==> config.mk <==
export PLATFORM = sky130hd
export DESIGN_NAME = flash_pin_ctrl
export DESIGN_NICKNAME = d
export VERILOG_FILES = /design/src/shared/flash_pin_pkg.sv /design/src/verilog/pin_sync3.sv /design/src/verilog/sector_guard.sv /design/src/verilog/flash_pin_ctrl.sv
export SDC_FILE = /design/constraint.sdc
export NUM_CORES = 1
export LEC_CHECK = 0
export ABC_AREA = 1
export CORE_MARGIN = 1
export CORE_UTILIZATION = 50
export CTS_BUF_LIST = sky130_fd_sc_hd__clkbuf_16
export DETAILED_ROUTE_END_ITERATION = 12
export DONT_BUFFER_PORTS = 1
export PLACE_DENSITY = 0.7
export SETUP_SLACK_MARGIN = 0.1
export SYNTH_ARGS = -nofsm -noshare
export SYNTH_HDL_FRONTEND = slang
export SYNTH_SLANG_ARGS = --single-unit
==> constraint.sdc <==
create_clock -name clk_i -period 3 [get_ports clk_i]
set_clock_uncertainty 0.1 [all_clocks]
set_input_delay 0.15 -clock clk_i [delete_from_list [all_inputs] [get_ports clk_i]]
set_output_delay 0.15 -clock clk_i [all_outputs]
set_load 0.01 [all_outputs]
==> src/shared/flash_pin_pkg.sv <==
// Constants shared by the flash pin-control block.
// Assumes a single 125 MHz system clock; bus pins arrive asynchronously.
package flash_pin_pkg;
  // Pin vector layout after the pin synchroniser
  localparam int PIN_W       = 15;
  localparam int PIN_CLK     = 0;
  localparam int PIN_FRAME   = 1;
  localparam int PIN_LAD_LSB = 2;
  localparam int PIN_LRST    = 6;
  localparam int PIN_INIT    = 7;
  localparam int PIN_TOPLOCK = 8;
  localparam int PIN_BULK    = 9;
  localparam int PIN_ID_LSB  = 10;
  localparam int PIN_IFSEL   = 14;
  // Bus nibble codes
  localparam logic [3:0] START_LPC   = 4'h0;
  localparam logic [3:0] START_HUBRD = 4'hD;
  localparam logic [3:0] START_HUBWR = 4'hE;
  localparam logic [3:0] CYC_MEMRD   = 4'h4;
  localparam logic [3:0] CYC_MEMWR   = 4'h6;
  localparam logic [3:0] NIB_TAR     = 4'hF;
  localparam logic [3:0] NIB_SYNC_OK = 4'h0;
  localparam logic [3:0] LPC_ADDR_N  = 4'h8;
  localparam logic [3:0] HUB_ADDR_N  = 4'h7;
  localparam logic [3:0] DATA_N      = 4'h2;
  localparam logic [3:0] CNT_LAST    = 4'h1;
  // Identity field inside an LPC memory address
  localparam int LPC_ID_LSB = 22;
  // Array geometry
  localparam int ARR_AW = 19;
  localparam int SECT_N = 11;
  localparam int ROW_W  = 6;
  localparam logic [3:0] TOP32_TAG  = 4'hF;
  localparam logic [2:0] TOP64_TAG  = 3'h7;
  localparam logic [3:0] SECT_TOP32 = 4'hA;
  localparam logic [3:0] SECT_8K_HI = 4'h9;
  localparam logic [3:0] SECT_8K_LO = 4'h8;
  localparam logic [3:0] SECT_16K   = 4'h7;
  // Register map (byte addresses)
  localparam logic [7:0]  REG_LOCK   = 8'h00;
  localparam logic [7:0]  REG_STATUS = 8'h04;
  localparam logic [10:0] LOCK_RST   = 11'h000;
  // Bus cycle states, Gray-coded along the usual path
  typedef enum logic [3:0] {
    S_IDLE = 4'h0,
    S_HDR  = 4'h1,
    S_ADDR = 4'h3,
    S_SIZE = 4'h2,
    S_WDAT = 4'h6,
    S_TAR1 = 4'h7,
    S_TAR2 = 4'h5,
    S_SYNC = 4'h4,
    S_RDLO = 4'hC,
    S_RDHI = 4'hD,
    S_TAR3 = 4'hF,
    S_SKIP = 4'hE
  } bus_state_t;
endpackage

==> src/verilog/pin_sync3.sv <==
// Three-stage pin synchroniser with agreement filter.
// Assumes inputs are asynchronous to clk_i; output changes once stages 2 and 3 agree.
`timescale 1ns/10ps
module pin_sync3 #(
  parameter int W = 1
) (
  input  wire logic         clk_i,
  input  wire logic         rst_i,
  input  wire logic         ce_i,
  input  wire logic [W-1:0] d_i,
  output logic      [W-1:0] q_o
);
  typedef struct packed {
    logic [W-1:0] s1;
    logic [W-1:0] s2;
    logic [W-1:0] s3;
    logic [W-1:0] q;
  } sync_t;

  sync_t st_r;
  sync_t st_nxt;

  always_comb begin
    st_nxt    = st_r;
    st_nxt.s1 = d_i;
    st_nxt.s2 = st_r.s1;
    st_nxt.s3 = st_r.s2;
    // Per bit: follow stage 3 only where stages 2 and 3 agree
    st_nxt.q  = (~(st_r.s2 ^ st_r.s3) & st_r.s3) | ((st_r.s2 ^ st_r.s3) & st_r.q);
  end

  always_ff @(posedge clk_i) begin
    if (rst_i) begin
      st_r <= '0;
    end else if (ce_i) begin
      st_r <= st_nxt;
    end
  end

  assign q_o = st_r.q;
endmodule

==> src/verilog/sector_guard.sv <==
// Program/erase permission from hardware protect pins and sector lock bits.
// Assumes all inputs are stable in clk_i domain; purely combinational.
`timescale 1ns/10ps
module sector_guard (
  input  wire logic                                hub_i,
  input  wire logic                                top_lock_n_i,
  input  wire logic                                bulk_protect_n_i,
  input  wire logic [flash_pin_pkg::SECT_N-1:0]    lock_i,
  input  wire logic [flash_pin_pkg::ARR_AW-1:0]    addr_i,
  input  wire logic                                erase_i,
  input  wire logic                                uniform_i,
  output logic                                     allow_o
);
  import flash_pin_pkg::*;

  function automatic logic [3:0] sector_of(input logic [ARR_AW-1:0] a);
    if (a[18:16] != TOP64_TAG) begin
      sector_of = {1'b0, a[18:16]};
    end else if (a[15]) begin
      sector_of = SECT_TOP32;
    end else if (a[14]) begin
      sector_of = a[13] ? SECT_8K_HI : SECT_8K_LO;
    end else begin
      sector_of = SECT_16K;
    end
  endfunction

  logic top32;
  logic top64;
  logic uni;
  logic top_rgn;
  logic hw_lock;
  logic reg_lock;

  always_comb begin
    top32   = addr_i[18:15] == TOP32_TAG;
    top64   = addr_i[18:16] == TOP64_TAG;
    uni     = erase_i && uniform_i;
    top_rgn = hub_i ? top64 : (top32 || (uni && top64));
    // Pins only add protection; lock bits keep applying either way
    hw_lock = top_rgn ? !top_lock_n_i : !bulk_protect_n_i;
    if (uni) begin
      reg_lock = top64 ? |lock_i[SECT_N-1:SECT_16K] : lock_i[addr_i[18:16]];
    end else begin
      reg_lock = lock_i[sector_of(addr_i)];
    end
    allow_o = !(hw_lock || reg_lock);
  end
endmodule

==> src/verilog/flash_pin_ctrl.sv <==
// Pin-level control of a boot flash on a low-pin-count bus, with Wishbone registers.
// Assumes the array answers arr_rdata_i within two clocks of arr_rd_o; one clk_i domain.
// Functional notes
// - Frame low marks a cycle start; device decodes a new cycle from it.
// - Frame low mid-cycle aborts; device drops the cycle and releases the lines.
// - Shared nibble lines are driven by each party only in its own phases.
// - Interface reset low blocks writes, resets automation, floats the nibble lines.
// - Leaving reset, the device is in array-read mode.
// - Initialise input low acts exactly like the interface reset; here only outside programming mode, where init is output enable.
// - Top lock low refuses program/erase to top region, despite lock registers.
// - Top lock low in LPC mode refuses uniform erase of top 64K.
// - Top lock high lifts pin protection; lock registers still apply.
// - Top lock pin never changes lock register contents.
// - Bulk protect governs other sectors; high lifts pin protection only.
// - Bulk protect pin never changes lock register contents.
// - Bus identity comes from the four straps; boot device straps zero.
// - An unconnected strap reads as zero via its pull-down.
// - All interface logic is timed by the external bus clock; here clk_i times it and the bus clock is sampled as a pin.
// - Programming mode reuses clock, frame, init, data, protect and strap pins.
// - Interface select chooses mode; sampled out of reset, fixed afterward.
//
// Local design decisions: the Wishbone slave port and the register addresses.
`timescale 1ns/10ps
module flash_pin_ctrl (
  input  wire logic                              clk_i,
  input  wire logic                              rst_i,
  input  wire logic                              ce_i,
  input  wire logic                              bus_clk_i,
  input  wire logic                              frame_n_i,
  input  wire logic [3:0]                        lad_i,
  output logic      [3:0]                        lad_o,
  output logic                                   lad_oe_o,
  input  wire logic                              lreset_n_i,
  input  wire logic                              init_n_i,
  input  wire logic                              top_lock_n_i,
  input  wire logic                              bulk_protect_n_i,
  input  wire logic [3:0]                        strap_select_i,
  input  wire logic                              interface_select_i,
  input  wire logic                              wb_cyc_i,
  input  wire logic                              wb_stb_i,
  input  wire logic                              wb_we_i,
  input  wire logic [7:0]                        wb_adr_i,
  input  wire logic [3:0]                        wb_sel_i,
  input  wire logic [31:0]                       wb_dat_i,
  output logic      [31:0]                       wb_dat_o,
  output logic                                   wb_ack_o,
  input  wire logic                              op_req_i,
  input  wire logic                              op_erase_i,
  input  wire logic                              op_uniform_i,
  input  wire logic [flash_pin_pkg::ARR_AW-1:0]  op_addr_i,
  output logic                                   op_grant_o,
  output logic                                   op_deny_o,
  output logic      [flash_pin_pkg::ARR_AW-1:0]  arr_addr_o,
  output logic      [7:0]                        arr_wdata_o,
  output logic                                   arr_wr_o,
  output logic                                   arr_rd_o,
  input  wire logic [7:0]                        arr_rdata_i,
  output logic                                   cui_rst_o,
  output logic                                   mux_mode_o
);
  import flash_pin_pkg::*;

  typedef struct packed {
    bus_state_t           state;
    logic                 hub;
    logic                 wr;
    logic                 match;
    logic [3:0]           cnt;
    logic [31:0]          addr;
    logic [7:0]           wdata;
    logic                 clk_d;
    logic                 we_d;
    logic [2*ROW_W-1:0]   mux_addr;
    logic                 mux;
    logic                 boot;
    logic                 in_rst;
    logic [SECT_N-1:0]    lock;
    logic                 wb_ack;
    logic [31:0]          wb_dat;
    logic                 lad_oe;
    logic [3:0]           lad;
    logic                 arr_wr;
    logic                 arr_rd;
    logic [7:0]           arr_wd;
    logic [ARR_AW-1:0]    arr_addr;
    logic                 op_grant;
    logic                 op_deny;
    logic                 cui_rst;
  } ctrl_t;

  // Write-enable history starts at the idle level so no false strobe follows reset
  localparam ctrl_t CTRL_RST = '{state: S_IDLE, lock: LOCK_RST, in_rst: 1'b1,
                                 cui_rst: 1'b1, we_d: 1'b1, default: '0};

  ctrl_t                st_r;
  ctrl_t                st_nxt;
  logic [PIN_W-1:0]     pin_raw;
  logic [PIN_W-1:0]     pin_q;
  logic                 p_clk;
  logic                 p_frame_n;
  logic [3:0]           p_lad;
  logic [3:0]           p_strap;
  logic                 rise;
  logic                 fall;
  logic                 in_rst_now;
  logic                 wb_req;
  logic                 lock_wr;
  logic                 allow;
  logic [31:0]          addr_sh;

  assign pin_raw = {interface_select_i, strap_select_i, bulk_protect_n_i, top_lock_n_i,
                    init_n_i, lreset_n_i, lad_i, frame_n_i, bus_clk_i};

  // Pins are asynchronous to clk_i, so every one is filtered before use
  pin_sync3 #(.W(PIN_W)) pin_sync3_i (
    .clk_i (clk_i),
    .rst_i (rst_i),
    .ce_i  (ce_i),
    .d_i   (pin_raw),
    .q_o   (pin_q)
  );

  sector_guard sector_guard_i (
    .hub_i            (st_r.hub),
    .top_lock_n_i     (pin_q[PIN_TOPLOCK]),
    .bulk_protect_n_i (pin_q[PIN_BULK]),
    .lock_i           (st_r.lock),
    .addr_i           (op_addr_i),
    .erase_i          (op_erase_i),
    .uniform_i        (op_uniform_i),
    .allow_o          (allow)
  );

  assign p_clk     = pin_q[PIN_CLK];
  assign p_frame_n = pin_q[PIN_FRAME];
  assign p_lad     = pin_q[PIN_LAD_LSB +: 4];
  // A floating strap arrives as zero through its pad pull-down
  assign p_strap   = pin_q[PIN_ID_LSB +: 4];
  // Bus cycles step only on the bus clock's rising edge, seen through the filter; programming mode also uses the fall
  assign rise      = p_clk && !st_r.clk_d;
  assign fall      = !p_clk && st_r.clk_d;
  // Init doubles as output enable in programming mode, so it resets only on the bus
  assign in_rst_now = !pin_q[PIN_LRST] || (!st_r.mux && !pin_q[PIN_INIT]);
  assign wb_req    = wb_cyc_i && wb_stb_i && !st_r.wb_ack;
  assign lock_wr   = wb_req && wb_we_i && (wb_adr_i == REG_LOCK);
  assign addr_sh   = {st_r.addr[27:0], p_lad};

  always_comb begin
    st_nxt          = st_r;
    st_nxt.clk_d    = p_clk;
    st_nxt.we_d     = p_frame_n;
    st_nxt.arr_wr   = 1'b0;
    st_nxt.arr_rd   = 1'b0;
    st_nxt.op_grant = 1'b0;
    st_nxt.op_deny  = 1'b0;
    st_nxt.wb_ack   = wb_req;
    st_nxt.in_rst   = in_rst_now;
    st_nxt.cui_rst  = in_rst_now;
    st_nxt.boot     = 1'b1;
    if (in_rst_now || !st_r.boot) begin
      st_nxt.mux = pin_q[PIN_IFSEL];
    end

    // Register bus; only software touches the lock bits
    if (lock_wr) begin
      if (wb_sel_i[0]) begin
        st_nxt.lock[7:0] = wb_dat_i[7:0];
      end
      if (wb_sel_i[1]) begin
        st_nxt.lock[SECT_N-1:8] = wb_dat_i[SECT_N-1:8];
      end
    end
    if (wb_req && !wb_we_i) begin
      unique case (wb_adr_i)
        REG_LOCK:   st_nxt.wb_dat = 32'({st_r.lock});
        REG_STATUS: st_nxt.wb_dat = 32'({st_r.state, p_strap, st_r.hub, st_r.mux,
                                        pin_q[PIN_BULK], pin_q[PIN_TOPLOCK], st_r.in_rst});
        default:    st_nxt.wb_dat = 32'h0000_0000;
      endcase
    end

    // Program/erase permission from the automation
    if (op_req_i) begin
      st_nxt.op_grant = allow && !in_rst_now;
      st_nxt.op_deny  = !(allow && !in_rst_now);
    end

    if (in_rst_now) begin
      st_nxt.state  = S_IDLE;
      st_nxt.lad_oe = 1'b0;
    end else if (st_r.mux) begin
      // Clock pin is row/column strobe, frame is write enable, init is output enable
      if (fall) begin
        st_nxt.mux_addr[ROW_W-1:0] = {pin_q[PIN_BULK], pin_q[PIN_TOPLOCK], p_strap};
      end
      if (rise) begin
        st_nxt.mux_addr[2*ROW_W-1:ROW_W] = {pin_q[PIN_BULK], pin_q[PIN_TOPLOCK], p_strap};
      end
      if (p_frame_n && !st_r.we_d) begin
        st_nxt.arr_wr   = 1'b1;
        st_nxt.arr_addr = ARR_AW'(st_r.mux_addr);
        st_nxt.arr_wd   = {4'h0, p_lad};
      end
      st_nxt.lad_oe = !pin_q[PIN_INIT];
      st_nxt.lad    = arr_rdata_i[3:0];
    end else if (rise) begin
      if (!p_frame_n) begin
        // Frame low both starts and aborts; the last nibble under frame is the start
        st_nxt.lad_oe = 1'b0;
        st_nxt.hub    = p_lad != START_LPC;
        st_nxt.wr     = p_lad == START_HUBWR;
        st_nxt.state  = (p_lad == START_LPC || p_lad == START_HUBRD ||
                         p_lad == START_HUBWR) ? S_HDR : S_SKIP;
      end else begin
        unique case (st_r.state)
          S_IDLE, S_SKIP: st_nxt.state = st_r.state;
          S_HDR: begin
            if (st_r.hub) begin
              st_nxt.match = p_lad == p_strap;
              st_nxt.cnt   = HUB_ADDR_N;
              st_nxt.state = S_ADDR;
            end else if (p_lad == CYC_MEMRD || p_lad == CYC_MEMWR) begin
              st_nxt.wr    = p_lad == CYC_MEMWR;
              st_nxt.cnt   = LPC_ADDR_N;
              st_nxt.state = S_ADDR;
            end else begin
              st_nxt.state = S_SKIP;
            end
          end
          S_ADDR: begin
            st_nxt.addr = addr_sh;
            st_nxt.cnt  = st_r.cnt - CNT_LAST;
            if (st_r.cnt == CNT_LAST) begin
              if (!st_r.hub) begin
                st_nxt.match = addr_sh[LPC_ID_LSB +: 4] == p_strap;
              end
              st_nxt.arr_addr = addr_sh[ARR_AW-1:0];
              st_nxt.arr_rd   = !st_r.wr;
              st_nxt.cnt      = DATA_N;
              st_nxt.state    = st_r.hub ? S_SIZE : (st_r.wr ? S_WDAT : S_TAR1);
            end
          end
          S_SIZE: st_nxt.state = st_r.wr ? S_WDAT : S_TAR1;
          S_WDAT: begin
            st_nxt.wdata = {p_lad, st_r.wdata[7:4]};
            st_nxt.cnt   = st_r.cnt - CNT_LAST;
            if (st_r.cnt == CNT_LAST) begin
              st_nxt.state = S_TAR1;
            end
          end
          S_TAR1: st_nxt.state = S_TAR2;
          S_TAR2: begin
            if (!st_r.match) begin
              st_nxt.state = S_SKIP;
            end else begin
              st_nxt.lad_oe = 1'b1;
              st_nxt.lad    = NIB_SYNC_OK;
              st_nxt.state  = S_SYNC;
              st_nxt.arr_wr = st_r.wr;
              st_nxt.arr_wd = st_r.wdata;
            end
          end
          S_SYNC: begin
            st_nxt.lad   = st_r.wr ? NIB_TAR : arr_rdata_i[3:0];
            st_nxt.state = st_r.wr ? S_TAR3 : S_RDLO;
          end
          S_RDLO: begin
            st_nxt.lad   = arr_rdata_i[7:4];
            st_nxt.state = S_RDHI;
          end
          S_RDHI: begin
            st_nxt.lad   = NIB_TAR;
            st_nxt.state = S_TAR3;
          end
          S_TAR3: begin
            st_nxt.lad_oe = 1'b0;
            st_nxt.state  = S_IDLE;
          end
        endcase
      end
    end
  end

  always_ff @(posedge clk_i) begin
    if (rst_i) begin
      st_r <= CTRL_RST;
    end else if (ce_i) begin
      st_r <= st_nxt;
    end
  end

  assign lad_o       = st_r.lad;
  assign lad_oe_o    = st_r.lad_oe;
  assign wb_dat_o    = st_r.wb_dat;
  assign wb_ack_o    = st_r.wb_ack;
  assign op_grant_o  = st_r.op_grant;
  assign op_deny_o   = st_r.op_deny;
  assign arr_addr_o  = st_r.arr_addr;
  assign arr_wdata_o = st_r.arr_wd;
  assign arr_wr_o    = st_r.arr_wr;
  assign arr_rd_o    = st_r.arr_rd;
  assign cui_rst_o   = st_r.cui_rst;
  assign mux_mode_o  = st_r.mux;

  frame_start_a: assert property (@(posedge clk_i) disable iff (rst_i)
    ce_i && !st_r.mux && !in_rst_now && rise && !p_frame_n |=> st_r.state inside {S_HDR, S_SKIP})
    else $error("frame start not decoded");
  abort_release_a: assert property (@(posedge clk_i) disable iff (rst_i)
    ce_i && !st_r.mux && rise && !p_frame_n |=> !lad_oe_o)
    else $error("lines held after abort");
  drive_phase_a: assert property (@(posedge clk_i) disable iff (rst_i)
    lad_oe_o && !st_r.mux |-> st_r.state inside {S_SYNC, S_RDLO, S_RDHI, S_TAR3})
    else $error("lines driven outside device phase");
  reset_quiet_a: assert property (@(posedge clk_i) disable iff (rst_i)
    ce_i && !pin_q[PIN_LRST] |=> !lad_oe_o && !arr_wr_o && cui_rst_o && !op_grant_o)
    else $error("reset did not quiet the device");
  init_reset_a: assert property (@(posedge clk_i) disable iff (rst_i)
    ce_i && !st_r.mux && !pin_q[PIN_INIT] |=> cui_rst_o && st_r.state == S_IDLE)
    else $error("init did not act as reset");
  top_lock_a: assert property (@(posedge clk_i) disable iff (rst_i)
    ce_i && op_req_i && !pin_q[PIN_TOPLOCK] && !st_r.hub && op_addr_i[18:15] == TOP32_TAG
    |=> op_deny_o && !op_grant_o)
    else $error("top boot sector not protected");
  uniform_top_a: assert property (@(posedge clk_i) disable iff (rst_i)
    ce_i && op_req_i && op_erase_i && op_uniform_i && !st_r.hub && !pin_q[PIN_TOPLOCK]
    && op_addr_i[18:16] == TOP64_TAG |=> op_deny_o)
    else $error("uniform erase of top region allowed");
  reg_lock_a: assert property (@(posedge clk_i) disable iff (rst_i)
    ce_i && op_req_i && pin_q[PIN_TOPLOCK] && st_r.lock[SECT_TOP32] && !op_erase_i
    && op_addr_i[18:15] == TOP32_TAG |=> op_deny_o)
    else $error("lock bit ignored with top lock high");
  bulk_open_a: assert property (@(posedge clk_i) disable iff (rst_i)
    ce_i && op_req_i && !in_rst_now && pin_q[PIN_BULK] && !op_erase_i
    && op_addr_i[18:16] != TOP64_TAG && !st_r.lock[op_addr_i[18:16]] |=> op_grant_o)
    else $error("open sector refused");
  lock_stable_a: assert property (@(posedge clk_i) disable iff (rst_i)
    ce_i && !lock_wr |=> $stable(st_r.lock))
    else $error("lock bits changed without a write");
  id_skip_a: assert property (@(posedge clk_i) disable iff (rst_i)
    st_r.state == S_SKIP && !st_r.mux |-> !lad_oe_o)
    else $error("drove lines for a foreign cycle");
  mode_hold_a: assert property (@(posedge clk_i) disable iff (rst_i)
    ce_i && st_r.boot && !in_rst_now |=> $stable(st_r.mux))
    else $error("interface mode changed in operation");
  wb_ack_a: assert property (@(posedge clk_i) disable iff (rst_i)
    ce_i && wb_req |=> wb_ack_o ##1 !wb_ack_o)
    else $error("bus answer not one cycle");

  hub_read_c: cover property (@(posedge clk_i) disable iff (rst_i)
    st_r.hub && st_r.state == S_RDHI);
  lpc_write_c: cover property (@(posedge clk_i) disable iff (rst_i)
    !st_r.hub && arr_wr_o && !st_r.mux);
  op_deny_c: cover property (@(posedge clk_i) disable iff (rst_i) op_deny_o);
  mux_write_c: cover property (@(posedge clk_i) disable iff (rst_i) st_r.mux && arr_wr_o);
endmodule

# After elaboration in Yosys (flattened, before gate mapping)
# Cells that the tools add are included.
# Widths: inputs -> output; s select.
[word_totals]
input_bits = 95
wordCells = 211
regBits = 208
output_inout_bits = 71
[op_classes]
bitwise_logic = 8
n_addsub = 1
reduce_logical = 68
mux = 65
order_cmp = 2
n_eq_ne = 37
[op_table]
columns = ["op", "n"]
rows = [
  ["$mux 51", 2],
  ["$mux 4", 16],
  ["$mux 27", 2],
  ["$mux 45", 1],
  ["$pmux 4 s10", 1],
  ["$mux 19", 2],
  ["$mux 34", 1],
  ["$mux 33", 1],
  ["$mux 32", 1],
  ["$and 15x15->15", 2],
  ["$mux 29", 1],
  ["$eq 4x4->1 const B", 7],
  ["$reduce_and 7->1", 4],
  ["$pmux 13 s2", 1],
  ["$eq 4x3->1 const B", 6],
  ["$mux 8", 3],
  ["$reduce_and 6->1", 4],
  ["$mux 1", 22],
  ["$pmux 4 s4", 1],
  ["$reduce_bool 2->1", 8],
  ["$logic_not 1->1", 15],
  ["$not 15->15", 1],
  ["$or 15x15->15", 1],
  ["$xor 15x15->15", 1],
  ["35 further kinds", 77],
]

# Longest topological paths before layout
[logic_depth]
depth_word = 13
ltp_mapped = 14
ltp_nobuf = 13

# Modules after synthesis
# From an unflattened synthesis, not the netlist that was laid out.
[unflattened]
hier_cells = 1270
hier_area_um2 = 8848.5
[by_module_without_submodules]
columns = ["mod", "area_each_um2", "seq_area_each_um2", "cells_per_inst", "n_inst"]
rows = [
  ["flash_pin_ctrl", 6100.9, 2382.3, 862, 1],
  ["pin_sync3", 2461.1, 1201.2, 345, 1],
  ["sector_guard", 286.5, 0.0, 63, 1],
]

# Least setup slack after synthesis
# OpenSTA, ideal clock, no wires.
[synth_path]
kind = "reg-to-reg"
start = "register st_r, in the netlist mux_mode_o"
end = "register st_r[139] in the netlist's numbering"
stages_incl_launch_ff = 11
arrival_time_ps = 1578
setup_slack_ps = 1203
setup_time_ps = 119
n_path_buf = 2
synth_period_minus_slack_ps = 1797
required_ps = 2781
path_cell_list = "dfxtp_1 > buf_4 > inv_4 > a21oi_4 > nand2_4 > nor2_4 > inv_2 > or2_1 > buf_4 > o21ai_0 > a21oi_1"
[synth_via]
elab_chain_cells = 5
word_cells_on_any_way = 6
classes_between = "2 x bitwise; 4 x reduce/logical"
[synth_lines]
columns = ["item", "line_no", "rtl"]
rows = [
  ["from (decl)", "flash_pin_ctrl.sv:95", "ctrl_t st_r;"],
  ["from (signal assigned)", "flash_pin_ctrl.sv:288", "st_r <= st_nxt;"],
  ["$logic_not 1->1", "flash_pin_ctrl.sv:143", "assign in_rst_now = !pin_q[PIN_LRST] || (!st_r.mux && !pin_q[PIN_INIT]);"],
  ["$logic_and 1x1->1", "flash_pin_ctrl.sv:143", ""],
  ["$logic_or 1x1->1", "flash_pin_ctrl.sv:143", ""],
  ["$not 1->1 (no line)", "n/a", ""],
  ["$reduce_and 7->1 (no line) *", "n/a", ""],
]
# Mark *: on every way between the ends. The rest lies on a longest branch, timed or not.
# A chain may end at the register's enable or synchronous reset.

# Final worst setup path
[layout_path]
start = "input port wb_adr_i[3]"
end = "register st_r, in the netlist wb_dat_o[11]"
[layout_via]
elab_chain_cells = 2
word_cells_on_any_way = 3
classes_between = "1 x eq/ne; 1 x mux; 1 x reduce/logical"
[layout_lines]
columns = ["item", "line_no", "rtl"]
rows = [
  ["from (decl)", "flash_pin_ctrl.sv:42", "input wire logic [7:0] wb_adr_i,"],
  ["$eq 8x3->1 or $logic_not 8->1 (tied branches)", "flash_pin_ctrl.sv:174", "unique case (wb_adr_i)"],
  ["$pmux 13 s2 *", "flash_pin_ctrl.sv:174", ""],
]
# Marks and branches as above.

==> summary.md <==
| Metric | Value |
|---|---|
| Status | complete, no violations |
| Sinks on Clock Net | 179 |
| Longest Clk Path Bufs | 2 |
| GR Util met2 | 35.3% |
| I/O pin count | 166 |
| P&R area growth vs syn | 9.63% |
| Met1 usage | 32.6% |
| Post-Synthesis Cells | 1113 |
| Register Area | 3580 sq um |
| First-pass GRT wire length | 30.8 mm |
| Asr flop ratio synth | 0% |
| Area of the multi-input gates | 3440 sq um |
| Post-detail-place hpwl | 12.2 mm |
| Commonest non-fill, non-tap cell in the layout | dfxtp_1 |
| Post-route insts no fill | 1305 |
| Max Fclk | 366 MHz |
| Power per Cell Area | 572 nW/um^2 |
| Total grt overflow | 0 |
| Largest net degree at the start of global routing | 66 |
| Core Util, Final | 56.2% |
| Final setup TNS | 0 ns |
| CP cell instances | dlygate4sd3_1, nor4_2, dlygate4sd3_1, nand2_1, dlygate4sd3_1, inv_1, nand2_1, a21oi_1, dlygate4sd3_1 |
| Final Hold Viols | 0 |
| Fin. max-slew vios | 0 |
| Yosys warnings | 0 |
| Slew headroom | 50.3% |
| Fillcell total | 1541 |
| CTS tree | built |
| Max cap viols | 0 |
| Final Setup Violations | 0 |
| DR iter-0 viols | 485 |
| Slowest cell on crit path | dlygate4sd3_1 |
| Worst R2R Start | wb_ack_o$_SDFFE_PP0P_ |
| Initial antenna violation count | 0 |
| Worst path bufs/invs | 5 |
| Vias per cell | 5.28 |
| Min-delay src | op_addr_i[18] |
| RSZ-0062 raised after global routing | no |
| Mapped Area | 8150 sq um |
| Global Route Usage Sum | 23.4% |
| Mapped Avg Cell Area | 7.32 sq um |
| Seq cells post-synth | 179 |
| 1st-pass router iterations | 4 |
| Row count | 46 |
| M3 GR Usage | 5.45% |
| Top FF cell, synth | dfxtp_1 |
| Total power | 5110 uW |
| Die ar. | 16800 sq um |
| Max IR drop VDD | 388 uV |
| IO buf count | 0 |
| # H-tree levels | 4 |
| CP top delay family | buffers and inverters |
| GP Congestion | 0.914 |
| Sequential fraction of the synthesis area | 44.0% |
| CP Launch Type | input port |
| Via count | 6888 |
| Die Span X | 130 microns |
| Worst-path clk slew | 0.07 ns |
| Root Driver | clkbuf_16 |
| Setup crit end kind | register |
| Synth cell types | 44 |
| Final min period | 2.74 ns |
| Fin crit share | 91.2% |
| Critical Path AT | 3.02 ns |
| R2r setup slk | 0.57 ns |
| DR DRC count | 0 |
| Worst slew pin tran | 0.742 ns |
| Crit Path Class | in -> reg |
| Grt peak-use layer | met2 |
| Fraction of layout cells with a size suffix above 1 | 6.34% |
| EDFF count, synth | 0 |
| CP max stage delay | 0.60 ns |
| Clk_lat worst skew | 0.43 ns |
| Worst setup path startpoint | wb_adr_i[3] |
| FF-to-FF End | wb_dat_o[11]$_SDFFE_PP0P_ |
| Layout Nets | 1174 |
| Initial Utilization | 51.3% |
| Post-DRT Antenna Nets | 0 |
| Placed cells | 1229 |
| DIE HEIGHT | 130 microns |
| Core area | 15900 sq um |
| Num CTS Buffers | 17 |
| Hold endpoint | op_grant_o$_SDFFE_PP0P_ |
| CP most frequent cell | dlygate4sd3_1 |
| CP max FO | 2 |
| Hold path cells | 5 |
| Antenna diode count | 0 |
| Critical Path RT | 3.28 ns |
| HP Class | in -> reg |
| Post-CTS Setup Inserts | 0 |
| Final wirelength | 18.9 mm |
| R2R depth | 9 |
| Vias in the first global route | 6061 |
| Wire per inst | 14.5 microns |
| Leakage | 0.00352 uW |
| Most frequent cells in the layout | dfxtp_1 (179), o21ai_0 (156), nand2_1 (156) |
==> sequential cells by signal, indices dropped and copies added, names as in the netlist, 4 cells and up, named ones only <==
signal and count:
arr_wdata_o 8, pin_sync3_i.st_nxt 30, pin_sync3_i.st_r 15, wb_dat_o 13
st_r 45, arr_addr_o 19, addr_sh 22, lad_o 4
==> cells by family after synthesis <==
logic type	after synthesis	share of synthesized area, %
AO/OA/AOI/OAI	342	23.1
AND/OR/NAND/NOR	333	17.1
buffers and inverters	249	14.7
flip-flops	179	44.0
XOR/XNOR	7	0.752
adder cells (fa/ha/maj)	2	0.307
other	1	0.0460
==> synth_stat cells (all sizes together) (11+ instances only) <==
| library cell | number | area share (%) |
|---|---|---|
| dfxtp | 179 | 44 |
| o21ai | 170 | 10 |
| nand2 | 158 | 7.4 |
| a21oi | 131 | 8.2 |
| inv | 124 | 5.7 |
| nor2 | 114 | 5.5 |
| buf | 78 | 6.8 |
| clkbuf | 47 | 2.2 |
| nand3 | 40 | 2.5 |
| a221oi | 15 | 1.8 |
| o221ai | 11 | 1.2 |
==> worst max path at each step <==
stage | endpoint | slack, ns | cells after the start
floorplan | st_r[139]$_SDFFE_PP0P_ | 1.20 | 10
finish | wb_dat_o[11]$_SDFFE_PP0P_ | 0.26 | 9
detailed placement | arr_addr_o[15]$_SDFFE_PP0P_ | 0.71 | 7
global placement | arr_addr_o[15]$_SDFFE_PP0P_ | 0.75 | 7
global route | wb_dat_o[11]$_SDFFE_PP0P_ | 0.14 | 9
CTS | wb_dat_o[11]$_SDFFE_PP0P_ | 0.32 | 9
==> timing repair <==
action,in CTS,in global routing
resized for setup,0,1
setup endpoints to repair,0,1
hold buffers,45,0
endpoints found under the hold margin,106,0
==> per-stage QoR <==
step                hold WS [ns]  area (sq um)  setup WS, ns
CTS                       0.0267          8930         0.317
detailed placement         0.126          7820         0.707
finish                    0.0358          8930         0.264
floorplan                  0.185          8220          1.20
global placement           0.124          7820         0.748
global route              0.0922          8930         0.142
==> layout make-up <==
| cell class | instances | share of cell area [%] |
|---|---|---|
| flip-flops and latches | 179 | 40.1 |
| multi-input cells | 703 | 38.5 |
| repair buffers | 52 | 5.99 |
| inverters | 124 | 5.24 |
| clock buffers | 17 | 4.76 |
| well taps | 216 | 3.03 |
| clock inverters | 14 | 2.37 |
==> routing by layer <==
metal / wire (microns) / vias to the layer above
met5: 0 / -
met4: 341 / 0
met3: 1160 / 24
met2: 8520 / 193
met1: 8890 / 3137
li1: - / 3534
==> worst reg2reg max path, cell delays in order (launching register included) <==
cell and delay, ns:
dfxtp_1 0.35, nor2_1 0.12, nand2_1 0.11, nor2_1 0.22, nand2_1 0.08, dlygate4sd3_1 0.57, inv_1 0.08, nand2_1 0.06
a21oi_1 0.13, dlygate4sd3_1 0.56
==> power by group <==
| part | internal [uW] | switching, uW | total (uW) | leakage (uW) |
|---|---|---|---|---|
| logic | 92.7 | 155 | 248 | 0.00176 |
| clock network | 1470 | 944 | 2410 | 0.000310 |
| registers | 2420 | 26.9 | 2450 | 0.00145 |
| total | 3980 | 1130 | 5110 | 0.00352 |
Power figures use the tool's default switching activity.
